$ cat src/pkg/tap_sleep_pkg.sv
// Constants and types for the tap detection and autosleep logic
package tap_sleep_pkg;
  localparam logic [7:0] ADDR_TAP_THRESHOLD = 8'h1D;
  localparam logic [7:0] ADDR_TAP_DURATION = 8'h21;
  localparam logic [7:0] ADDR_TAP_LATENCY = 8'h22;
  localparam logic [7:0] ADDR_TAP_WINDOW = 8'h23;
  localparam logic [7:0] ADDR_TAP_AXES = 8'h2A;
  localparam logic [7:0] ADDR_MOTION_STATUS = 8'h2B;
  localparam logic [7:0] ADDR_POWER_CTRL = 8'h2D;
  localparam logic [7:0] ADDR_EVENT_ENABLE = 8'h2E;
  localparam logic [7:0] ADDR_EVENT_ROUTE = 8'h2F;
  localparam logic [7:0] ADDR_EVENT_SOURCE = 8'h30;
  localparam logic [7:0] RESET_BYTE = 8'h00;
  // Event bit positions, shared by enable, route and source
  localparam int BIT_SINGLE = 6;
  localparam int BIT_DOUBLE = 5;
  localparam int BIT_ACT = 4;
  localparam int BIT_INACT = 3;
  localparam int BIT_FFALL = 2;
  // Tap axes control fields
  localparam int BIT_SUPPRESS = 3;
  // Motion status field
  localparam int BIT_ASLEEP = 3;
  // Power control fields
  localparam int BIT_LINK = 5;
  localparam int BIT_AUTOSLEEP = 4;
  localparam int BIT_SLEEP = 2;
  // Timing: one timing step is one internal sample tick
  localparam int SAMPLE_PERIOD_NS = 1000;
  localparam int CLK_PERIOD_NS = 8;
  localparam int SAMPLE_DIV = SAMPLE_PERIOD_NS / CLK_PERIOD_NS;
  localparam int SLEEP_DECIM = 8;
  typedef enum logic [2:0] {
    TAP_IDLE = 3'b000,
    TAP_FIRST = 3'b001,
    TAP_LATENCY = 3'b010,
    TAP_WINDOW = 3'b011,
    TAP_SECOND = 3'b100
  } tap_state_t;
endpackage

$ cat src/core/tap_detect_autosleep.sv
// Tap detection, link mode and autosleep event logic with its registers
`timescale 1ns/100ps
// Summary of operation
// - Tap in progress while a participating axis exceeds the tap threshold.
// - Duration register is the longest above-threshold time for a valid tap.
// - After first tap ends, wait latency before opening the second-tap window.
// - Second tap must start after latency, inside window; may end after it.
// - Single-tap only: event as acceleration falls below threshold within duration.
// - Both enabled: single event waits until double is validated or invalidated.
// - Suppress bit set: above-threshold during latency cancels double tap.
// - Above threshold as window opens invalidates double tap.
// - Second tap exceeding duration invalidates double tap at duration end.
// - Enable bits select single, double or both tap detection.
// - Each axis joins tap detection only when its axis bit is set.
// - Double tap works only with nonzero latency and window.
// - Tap event records first axis over threshold; overwritten, never cleared.
// - Detection uses undecimated samples; lower rates decimate the common stream.
// - Link set: activity and inactivity detection alternate.
// - Host clears events by reading source; no autosleep while activity pending.
// - Asleep bit of motion status shows current sleep state.
// - Low power mode keeps sample-ready running.
// - Inactivity with sleep, autosleep, link: go to sleep, arm activity only.
// - Activity while asleep: restore rate, raise activity, arm inactivity only.
// - Reading the source register clears tap, activity, inactivity, free-fall.
// - Route bit 0 sends an event to line one, 1 to line two; ORed.
module tap_detect_autosleep (
  input wire logic clk_in,
  input wire logic rst_in,
  input wire logic [7:0] reg_addr_in,
  input wire logic [7:0] reg_wdata_in,
  input wire logic reg_wr_in,
  input wire logic reg_rd_in,
  output logic [7:0] reg_rdata_out,
  input wire logic [15:0] accel_x_in,
  input wire logic [15:0] accel_y_in,
  input wire logic [15:0] accel_z_in,
  input wire logic activity_in,
  input wire logic inactivity_in,
  input wire logic free_fall_in,
  output logic sample_tick_out,
  output logic output_tick_out,
  output logic low_rate_out,
  output logic irq_line_one_out,
  output logic irq_line_two_out
);
  import tap_sleep_pkg::*;

  logic [7:0] threshold_q, duration_q, latency_q, window_q, axes_q;
  logic [7:0] power_q, enable_q, route_q, source_q, motion_q;
  logic [15:0] div_q;
  logic tick_q;
  logic [3:0] decim_q;
  logic [7:0] timer_q;
  logic [2:0] first_axes_q;
  logic [2:0] tap_axes_q;
  logic single_pend_q, was_over_q;
  logic asleep_q;
  logic arm_act_q, arm_inact_q;
  logic [2:0] act_sync1_q, act_sync2_q;
  logic [15:0] ax_sync1_q, ay_sync1_q, az_sync1_q;
  logic [15:0] ax_q, ay_q, az_q;
  tap_state_t state_q;
  logic [2:0] over;
  logic any_over;
  logic double_on;
  logic single_ev, double_ev, act_ev, inact_ev;
  logic src_read;

  // Magnitude against threshold per axis, masked by participation
  function automatic logic exceeds(input logic [15:0] v, input logic [7:0] th);
    logic [15:0] mag;
    mag = v[15] ? 16'(-v) : v;
    exceeds = mag > {8'h00, th};
  endfunction

  always_comb
  begin
    over[2] = axes_q[2] && exceeds(ax_q, threshold_q);
    over[1] = axes_q[1] && exceeds(ay_q, threshold_q);
    over[0] = axes_q[0] && exceeds(az_q, threshold_q);
    any_over = |over;
    double_on = enable_q[BIT_DOUBLE] && latency_q != RESET_BYTE
      && window_q != RESET_BYTE;
  end

  assign src_read = reg_rd_in && reg_addr_in == ADDR_EVENT_SOURCE;

  // Pin inputs pass two flip-flops before use
  always_ff @(posedge clk_in)
  begin
    ax_sync1_q <= accel_x_in;
    ay_sync1_q <= accel_y_in;
    az_sync1_q <= accel_z_in;
    ax_q <= ax_sync1_q;
    ay_q <= ay_sync1_q;
    az_q <= az_sync1_q;
    act_sync1_q <= {activity_in, inactivity_in, free_fall_in};
    act_sync2_q <= act_sync1_q;
  end

  // Sample tick paces detection; output rate is decimated when asleep
  always_ff @(posedge clk_in)
  begin
    if (rst_in)
    begin
      div_q <= '0;
      tick_q <= 1'b0;
      decim_q <= '0;
      output_tick_out <= 1'b0;
      sample_tick_out <= 1'b0;
    end
    else
    begin
      tick_q <= div_q == 16'(SAMPLE_DIV - 1);
      div_q <= (div_q == 16'(SAMPLE_DIV - 1)) ? '0 : div_q + 16'h0001;
      sample_tick_out <= div_q == 16'(SAMPLE_DIV - 1);
      if (tick_q)
        decim_q <= (decim_q == 4'(SLEEP_DECIM - 1)) ? '0 : decim_q + 4'h1;
      // Low power mode keeps the sample-ready stream alive
      output_tick_out <= tick_q && (!asleep_q || decim_q == '0);
    end
  end

  // Register writes
  always_ff @(posedge clk_in)
  begin
    if (rst_in)
    begin
      threshold_q <= RESET_BYTE;
      duration_q <= RESET_BYTE;
      latency_q <= RESET_BYTE;
      window_q <= RESET_BYTE;
      axes_q <= RESET_BYTE;
      power_q <= RESET_BYTE;
      enable_q <= RESET_BYTE;
      route_q <= RESET_BYTE;
    end
    else if (reg_wr_in)
    begin
      case (reg_addr_in)
        ADDR_TAP_THRESHOLD: threshold_q <= reg_wdata_in;
        ADDR_TAP_DURATION: duration_q <= reg_wdata_in;
        ADDR_TAP_LATENCY: latency_q <= reg_wdata_in;
        ADDR_TAP_WINDOW: window_q <= reg_wdata_in;
        ADDR_TAP_AXES: axes_q <= reg_wdata_in;
        ADDR_POWER_CTRL: power_q <= reg_wdata_in;
        ADDR_EVENT_ENABLE: enable_q <= reg_wdata_in;
        ADDR_EVENT_ROUTE: route_q <= reg_wdata_in;
        default: ;
      endcase
    end
  end

  // Tap state machine, stepped on each sample tick
  always_ff @(posedge clk_in)
  begin
    if (rst_in)
    begin
      state_q <= TAP_IDLE;
      timer_q <= '0;
      first_axes_q <= '0;
      tap_axes_q <= '0;
      single_pend_q <= 1'b0;
      was_over_q <= 1'b0;
      single_ev <= 1'b0;
      double_ev <= 1'b0;
    end
    else
    begin
      single_ev <= 1'b0;
      double_ev <= 1'b0;
      if (tick_q)
      begin
        // Long or cancelled spikes must fall before a new tap can start
        was_over_q <= any_over;
        case (state_q)
          TAP_IDLE:
          begin
            if (any_over && !was_over_q && (enable_q[BIT_SINGLE] || double_on))
            begin
              state_q <= TAP_FIRST;
              timer_q <= 8'h01;
              first_axes_q <= over;
            end
          end
          TAP_FIRST:
          begin
            if (!any_over)
            begin
              if (double_on)
              begin
                state_q <= TAP_LATENCY;
                single_pend_q <= enable_q[BIT_SINGLE];
                timer_q <= 8'h01;
              end
              else
              begin
                single_ev <= 1'b1;
                tap_axes_q <= first_axes_q;
                state_q <= TAP_IDLE;
              end
            end
            else if (timer_q >= duration_q)
              state_q <= TAP_IDLE;
            else
              timer_q <= timer_q + 8'h01;
          end
          TAP_LATENCY:
          begin
            if (any_over && axes_q[BIT_SUPPRESS])
            begin
              single_ev <= single_pend_q;
              tap_axes_q <= first_axes_q;
              single_pend_q <= 1'b0;
              state_q <= TAP_IDLE;
            end
            else if (timer_q >= latency_q)
            begin
              if (any_over)
              begin
                single_ev <= single_pend_q;
                tap_axes_q <= first_axes_q;
                single_pend_q <= 1'b0;
                state_q <= TAP_IDLE;
              end
              else
              begin
                state_q <= TAP_WINDOW;
                timer_q <= 8'h01;
              end
            end
            else
              timer_q <= timer_q + 8'h01;
          end
          TAP_WINDOW:
          begin
            if (any_over)
            begin
              state_q <= TAP_SECOND;
              timer_q <= 8'h01;
            end
            else if (timer_q >= window_q)
            begin
              single_ev <= single_pend_q;
              tap_axes_q <= first_axes_q;
              single_pend_q <= 1'b0;
              state_q <= TAP_IDLE;
            end
            else
              timer_q <= timer_q + 8'h01;
          end
          TAP_SECOND:
          begin
            if (!any_over)
            begin
              double_ev <= 1'b1;
              single_ev <= single_pend_q;
              tap_axes_q <= first_axes_q;
              single_pend_q <= 1'b0;
              state_q <= TAP_IDLE;
            end
            else if (timer_q >= duration_q)
            begin
              single_ev <= single_pend_q;
              tap_axes_q <= first_axes_q;
              single_pend_q <= 1'b0;
              state_q <= TAP_IDLE;
            end
            else
              timer_q <= timer_q + 8'h01;
          end
          default: state_q <= TAP_IDLE;
        endcase
      end
    end
  end

  // Activity arming follows link mode; without link both stay armed
  always_comb
  begin
    act_ev = act_sync2_q[2] && (arm_act_q || !power_q[BIT_LINK]) && enable_q[BIT_ACT];
    inact_ev = act_sync2_q[1] && (arm_inact_q || !power_q[BIT_LINK])
      && enable_q[BIT_INACT];
  end

  always_ff @(posedge clk_in)
  begin
    if (rst_in)
    begin
      arm_act_q <= 1'b1;
      arm_inact_q <= 1'b1;
      asleep_q <= 1'b0;
    end
    else if (!power_q[BIT_LINK])
    begin
      arm_act_q <= 1'b1;
      arm_inact_q <= 1'b1;
      asleep_q <= 1'b0;
    end
    else if (act_ev)
    begin
      arm_act_q <= 1'b0;
      arm_inact_q <= 1'b1;
      asleep_q <= 1'b0;
    end
    else if (inact_ev)
    begin
      arm_act_q <= 1'b1;
      arm_inact_q <= 1'b0;
      // Pending activity blocks autosleep
      if (power_q[BIT_SLEEP] && power_q[BIT_AUTOSLEEP] && !source_q[BIT_ACT])
        asleep_q <= 1'b1;
    end
  end

  // Event flags: a new event in the read cycle wins over the clear
  always_ff @(posedge clk_in)
  begin
    if (rst_in)
      source_q <= RESET_BYTE;
    else
    begin
      if (src_read)
        source_q <= RESET_BYTE;
      if (single_ev && enable_q[BIT_SINGLE])
        source_q[BIT_SINGLE] <= 1'b1;
      if (double_ev)
        source_q[BIT_DOUBLE] <= 1'b1;
      if (act_ev)
        source_q[BIT_ACT] <= 1'b1;
      if (inact_ev)
        source_q[BIT_INACT] <= 1'b1;
      if (act_sync2_q[0] && enable_q[BIT_FFALL])
        source_q[BIT_FFALL] <= 1'b1;
    end
  end

  always_ff @(posedge clk_in)
  begin
    if (rst_in)
      motion_q <= RESET_BYTE;
    else
      motion_q <= {4'h0, asleep_q, tap_axes_q};
  end

  // Read data and interrupt lines
  always_ff @(posedge clk_in)
  begin
    if (rst_in)
    begin
      reg_rdata_out <= RESET_BYTE;
      irq_line_one_out <= 1'b0;
      irq_line_two_out <= 1'b0;
      low_rate_out <= 1'b0;
    end
    else
    begin
      irq_line_one_out <= |(source_q & enable_q & ~route_q);
      irq_line_two_out <= |(source_q & enable_q & route_q);
      low_rate_out <= asleep_q;
      if (reg_rd_in)
      begin
        case (reg_addr_in)
          ADDR_TAP_THRESHOLD: reg_rdata_out <= threshold_q;
          ADDR_TAP_DURATION: reg_rdata_out <= duration_q;
          ADDR_TAP_LATENCY: reg_rdata_out <= latency_q;
          ADDR_TAP_WINDOW: reg_rdata_out <= window_q;
          ADDR_TAP_AXES: reg_rdata_out <= axes_q;
          ADDR_MOTION_STATUS: reg_rdata_out <= motion_q;
          ADDR_POWER_CTRL: reg_rdata_out <= power_q;
          ADDR_EVENT_ENABLE: reg_rdata_out <= enable_q;
          ADDR_EVENT_ROUTE: reg_rdata_out <= route_q;
          ADDR_EVENT_SOURCE: reg_rdata_out <= source_q;
          default: reg_rdata_out <= RESET_BYTE;
        endcase
      end
    end
  end
endmodule

$ cat config.mk
export PLATFORM = sky130hd
export DESIGN_NAME = tap_detect_autosleep
export DESIGN_NICKNAME = d
export VERILOG_FILES = /design/src/pkg/tap_sleep_pkg.sv /design/src/core/tap_detect_autosleep.sv
export SDC_FILE = /design/constraint.sdc
export NUM_CORES = 1
export LEC_CHECK = 0
export ABC_AREA = 1
export BUFFER_PORTS_ARGS = -buffer_cell sky130_fd_sc_hd__buf_2
export CORE_ASPECT_RATIO = 0.75
export CORE_MARGIN = 2
export CORE_UTILIZATION = 55
export CTS_BUF_LIST = sky130_fd_sc_hd__clkbuf_8 sky130_fd_sc_hd__clkbuf_16
export DETAILED_ROUTE_END_ITERATION = 10
export MAX_ROUTING_LAYER = met4
export PLACE_DENSITY = 0.8
export SETUP_SLACK_MARGIN = 0.1
export SKIP_CTS_REPAIR_TIMING = 1
export SLEW_MARGIN = 30
export SYNTH_ARGS = -nofsm -noshare
export SYNTH_HDL_FRONTEND = slang
export SYNTH_SLANG_ARGS = --single-unit
$ cat constraint.sdc
create_clock -name clk_in -period 5.59 [get_ports clk_in]
set_input_delay 1.118 -clock clk_in [delete_from_list [all_inputs] [get_ports clk_in]]
set_output_delay 1.118 -clock clk_in [all_outputs]
set_load 0.05 [all_outputs]
==> impl_metrics.json <==
{
  "status": "finished, final reports clean",
  "clock-sinks": 231,
  "grt_max_degree": 78,
  "top_usage_layer": "met2",
  "setup-violations-final": 0,
  "ys_seq_area_share_pct": 44.6,
  "dpl.hpwl_um": 18500,
  "fin_crit_sh_pct": 61.5,
  "dieArea_um2": 20000,
  "grt_use_met3_pct": 5.78,
  "initial_core_util_pct": 56.1,
  "portBuffers": 83,
  "drt-pass1-iter-count": 8,
  "rows": 43,
  "ys.flop_type": "dfxtp_1",
  "finalSetupTns_ns": 0,
  "maxCapViolations": 0,
  "path_cells": "o21ai_0 > xor2_1 > ha_1 > nand2_1 > inv_1 > nor2_1 > o21a_1 > nand2_1 > nand2_1 > nand2_1 > nor2_1 > nand3_1 > nand2_1 > nand3_2 > nand2_1 > nand3_2 > nor2_4 > nand3_1 > nand2_1 > nor2_1",
  "root_buffer": "clkbuf_16",
  "grt_util_met2_pct": 39.8,
  "synth_edf_count": 0,
  "grt_usage_pct": 26.4,
  "rsz0062_at_grt": "false",
  "peakVddDrop_v": 0.000269,
  "cts-buffers-inserted": 23,
  "yosysTopAreaCellShare_pct": 44.6,
  "end_kind": "flip-flop",
  "grt_pass1_wl_um": 41400,
  "antenna_found_initial": 1,
  "route.detailed.drc": 0,
  "clock_insertion_delay_worst_skew_ns": 0.51,
  "cp_num_buf_inv": 1,
  "syn_avg_cell_area_um2": 7.58,
  "async_flop_share_pct": 0,
  "wire_per_inst_um": 14.9,
  "relSlewSlack_pct": 46.6,
  "arrival_ns": 3.83,
  "worstPathMaxFanout": 17,
  "synth.most_common_cell": "nand2_1",
  "synthCells": 1367,
  "synth_nets": 1494,
  "drtAntennaViolNets": 0,
  "drt_wl_total_um": 25400,
  "yosysUniqueCellTypes": 46,
  "dp_cells": 1667,
  "fin_crit_ns": 3.44,
  "met1_usage_pct": 35.7,
  "via_per_inst": 5.40,
  "core_um2": 18500,
  "synth.cell_area_um2": 10400,
  "slowest_stage": "dfxtp_1",
  "h-tree-depth": 1,
  "ys_ff_latch": 231,
  "area_delta_synth_final_pct": 13.4,
  "p_leak_nw": 5.18,
  "report.final.slew_viol_count": 0,
  "ioPinCount": 84,
  "die_h_um": 123,
  "yosysWarnings": 0,
  "yosys.area.top_type": "dfxtp_1",
  "start_kind": "flip-flop",
  "die_x_um": 162,
  "finalHoldViolCount": 0,
  "cts_buffer_depth": 3,
  "cpPeakStageDelay_ns": 0.69,
  "synth_common_cells": "nand2_1 (271), dfxtp_1 (231), inv_1 (202), a21oi_1 (133), nor2_1 (109)",
  "fin_nets": 1572,
  "cts_tree": "yes",
  "cpMostUsedCell": "nand2_1",
  "drt_iter0_markers": 896,
  "required_ns": 5.98,
  "p_per_area_nw_per_um2": 299,
  "skew_ns": 0.0164,
  "hold_class": "flip-flop to flip-flop",
  "tightest_slew_ns": 0.795,
  "clock.fmax_mhz": 291,
  "ys_top_cells_by_area": "dfxtp_1 (45%), nand2_1 (9.8%), inv_1 (7.3%)",
  "total_power_w": 0.00351,
  "clk_pin_slew_ns": 0.06,
  "overflow": 0,
  "drive_gt1_share_pct": 10.6,
  "critPathKind": "flip-flop to flip-flop",
  "num_vias": 9230,
  "critPathTopFamily": "simple AND/OR/NAND/NOR gates",
  "place_congestion": 0.990,
  "fin_cells": 1710,
  "grt_pass1_vias": 8701
}
==> report_power, final <==
group          internal (W)  leakage [nW]  total (W)  switching [W]
Clock              0.000940         0.381    0.00159       0.000651
Sequential          0.00169          1.90    0.00171      0.0000258
Combinational     0.0000763          2.90   0.000202       0.000126
Total               0.00270          5.18    0.00351       0.000803
==> kinds of logic (layout without fill, tap and decap cells) <==
group                    count (synthesis)  count (layout)  synth area share [%]
XOR/XNOR                                26              26                  2.20
other                                    0               1                     0
AO/OA/AOI/OAI                          294             294                  15.5
adder cells (fa/ha/maj)                 56              56                  6.76
buffers and inverters                  234             329                  8.73
flip-flops                             231             231                  44.6
AND/OR/NAND/NOR                        526             526                  22.2
==> metal layers <==
metal / routed length (um) / part of all wire [%] / vias to the layer above
met5: 0 / 0 / -
met4: 772 / 3.0 / 0
met3: 2460 / 9.7 / 69
met2: 10700 / 42 / 377
met1: 11500 / 45 / 4144
li1: - / - / 4640
==> registers in the layout, indices dropped and copies added, names as in the netlist, 4 cells and up <==
signal and flops:
route_q 8, threshold_q 8, ax_q 16, latency_q 8, enable_q 8, timer_q 8, axes_q 8, power_q 8
div_q 16, window_q 8, reg_rdata_out 8, ax_sync1_q 16, duration_q 8, ay_q 16, source_q 5, decim_q 4
motion_q 4, az_q 16, az_sync1_q 16, ay_sync1_q 16
==> per-stage QoR <==
stage	setup slack (ns)	utilization [%]	hold WS, ns	cell area (um^2)
finish	2.15	63.7	0.325	11700
global route	1.83	63.7	0.329	11700
CTS	2.22	63.6	0.327	11700
detailed placement	2.19	59.3	0.312	10900
floorplan	2.91	-	0.310	10400
global placement	2.31	59.3	0.310	10900
==> final cells by class <==
type / instances / area [um^2]
sequential: 231 / 4620
clock buffer: 26 / 617
timing repair buffer: 84 / 423
inverter: 203 / 762
antenna: 1 / 2.50
tap: 247 / 309
clock inverter: 16 / 179
multi-input combinational: 902 / 4830
fill: 1577 / 6710
==> worst paths after layout <==
| path | from | end | slack (ns) | cells past startpoint |
|---|---|---|---|---|
| setup / recovery | az_q[15] | tap_axes_q[1] | 2.15 | 20 |
| hold / removal | ax_sync1_q[4] | ax_q[4] | 0.32 | 0 |
| setup reg to reg | az_q[15] | tap_axes_q[1] | 2.15 | 20 |
| hold reg to reg | ax_sync1_q[4] | ax_q[4] | 0.32 | 0 |
==> cells in the final DEF (no fill, tap or decap), types with 2 or more instances in the layout <==
| master | count |
|---|---|
| o21ai_1 | 2 |
| o21ai_0 | 103 |
| ha_1 | 56 |
| o21bai_1 | 2 |
| nand3b_1 | 2 |
| bufinv_16 | 3 |
| nand3_2 | 3 |
| o22ai_1 | 18 |
| a211oi_1 | 2 |
| a221oi_1 | 7 |
| nor2_4 | 2 |
| o221ai_1 | 2 |
| inv_6 | 2 |
| clkbuf_8 | 3 |
| dfxtp_1 | 231 |
| nor4_1 | 4 |
| nor3b_1 | 2 |
| clkinv_2 | 5 |
| nand4_1 | 23 |
| nor3_2 | 3 |
| o211ai_1 | 2 |
| xnor2_1 | 2 |
| a21oi_1 | 133 |
| clkbuf_16 | 23 |
| nand2_2 | 6 |
| nor2_2 | 8 |
| xor2_1 | 24 |
| a31oi_1 | 8 |
| o2111ai_1 | 3 |
| inv_1 | 202 |
| nand3_1 | 64 |
| nor2_1 | 109 |
| buf_2 | 83 |
| o21a_1 | 5 |
| nor3_1 | 25 |
| nand2_1 | 271 |
| clkinvlp_4 | 5 |
Power figures use the tool's default switching activity.
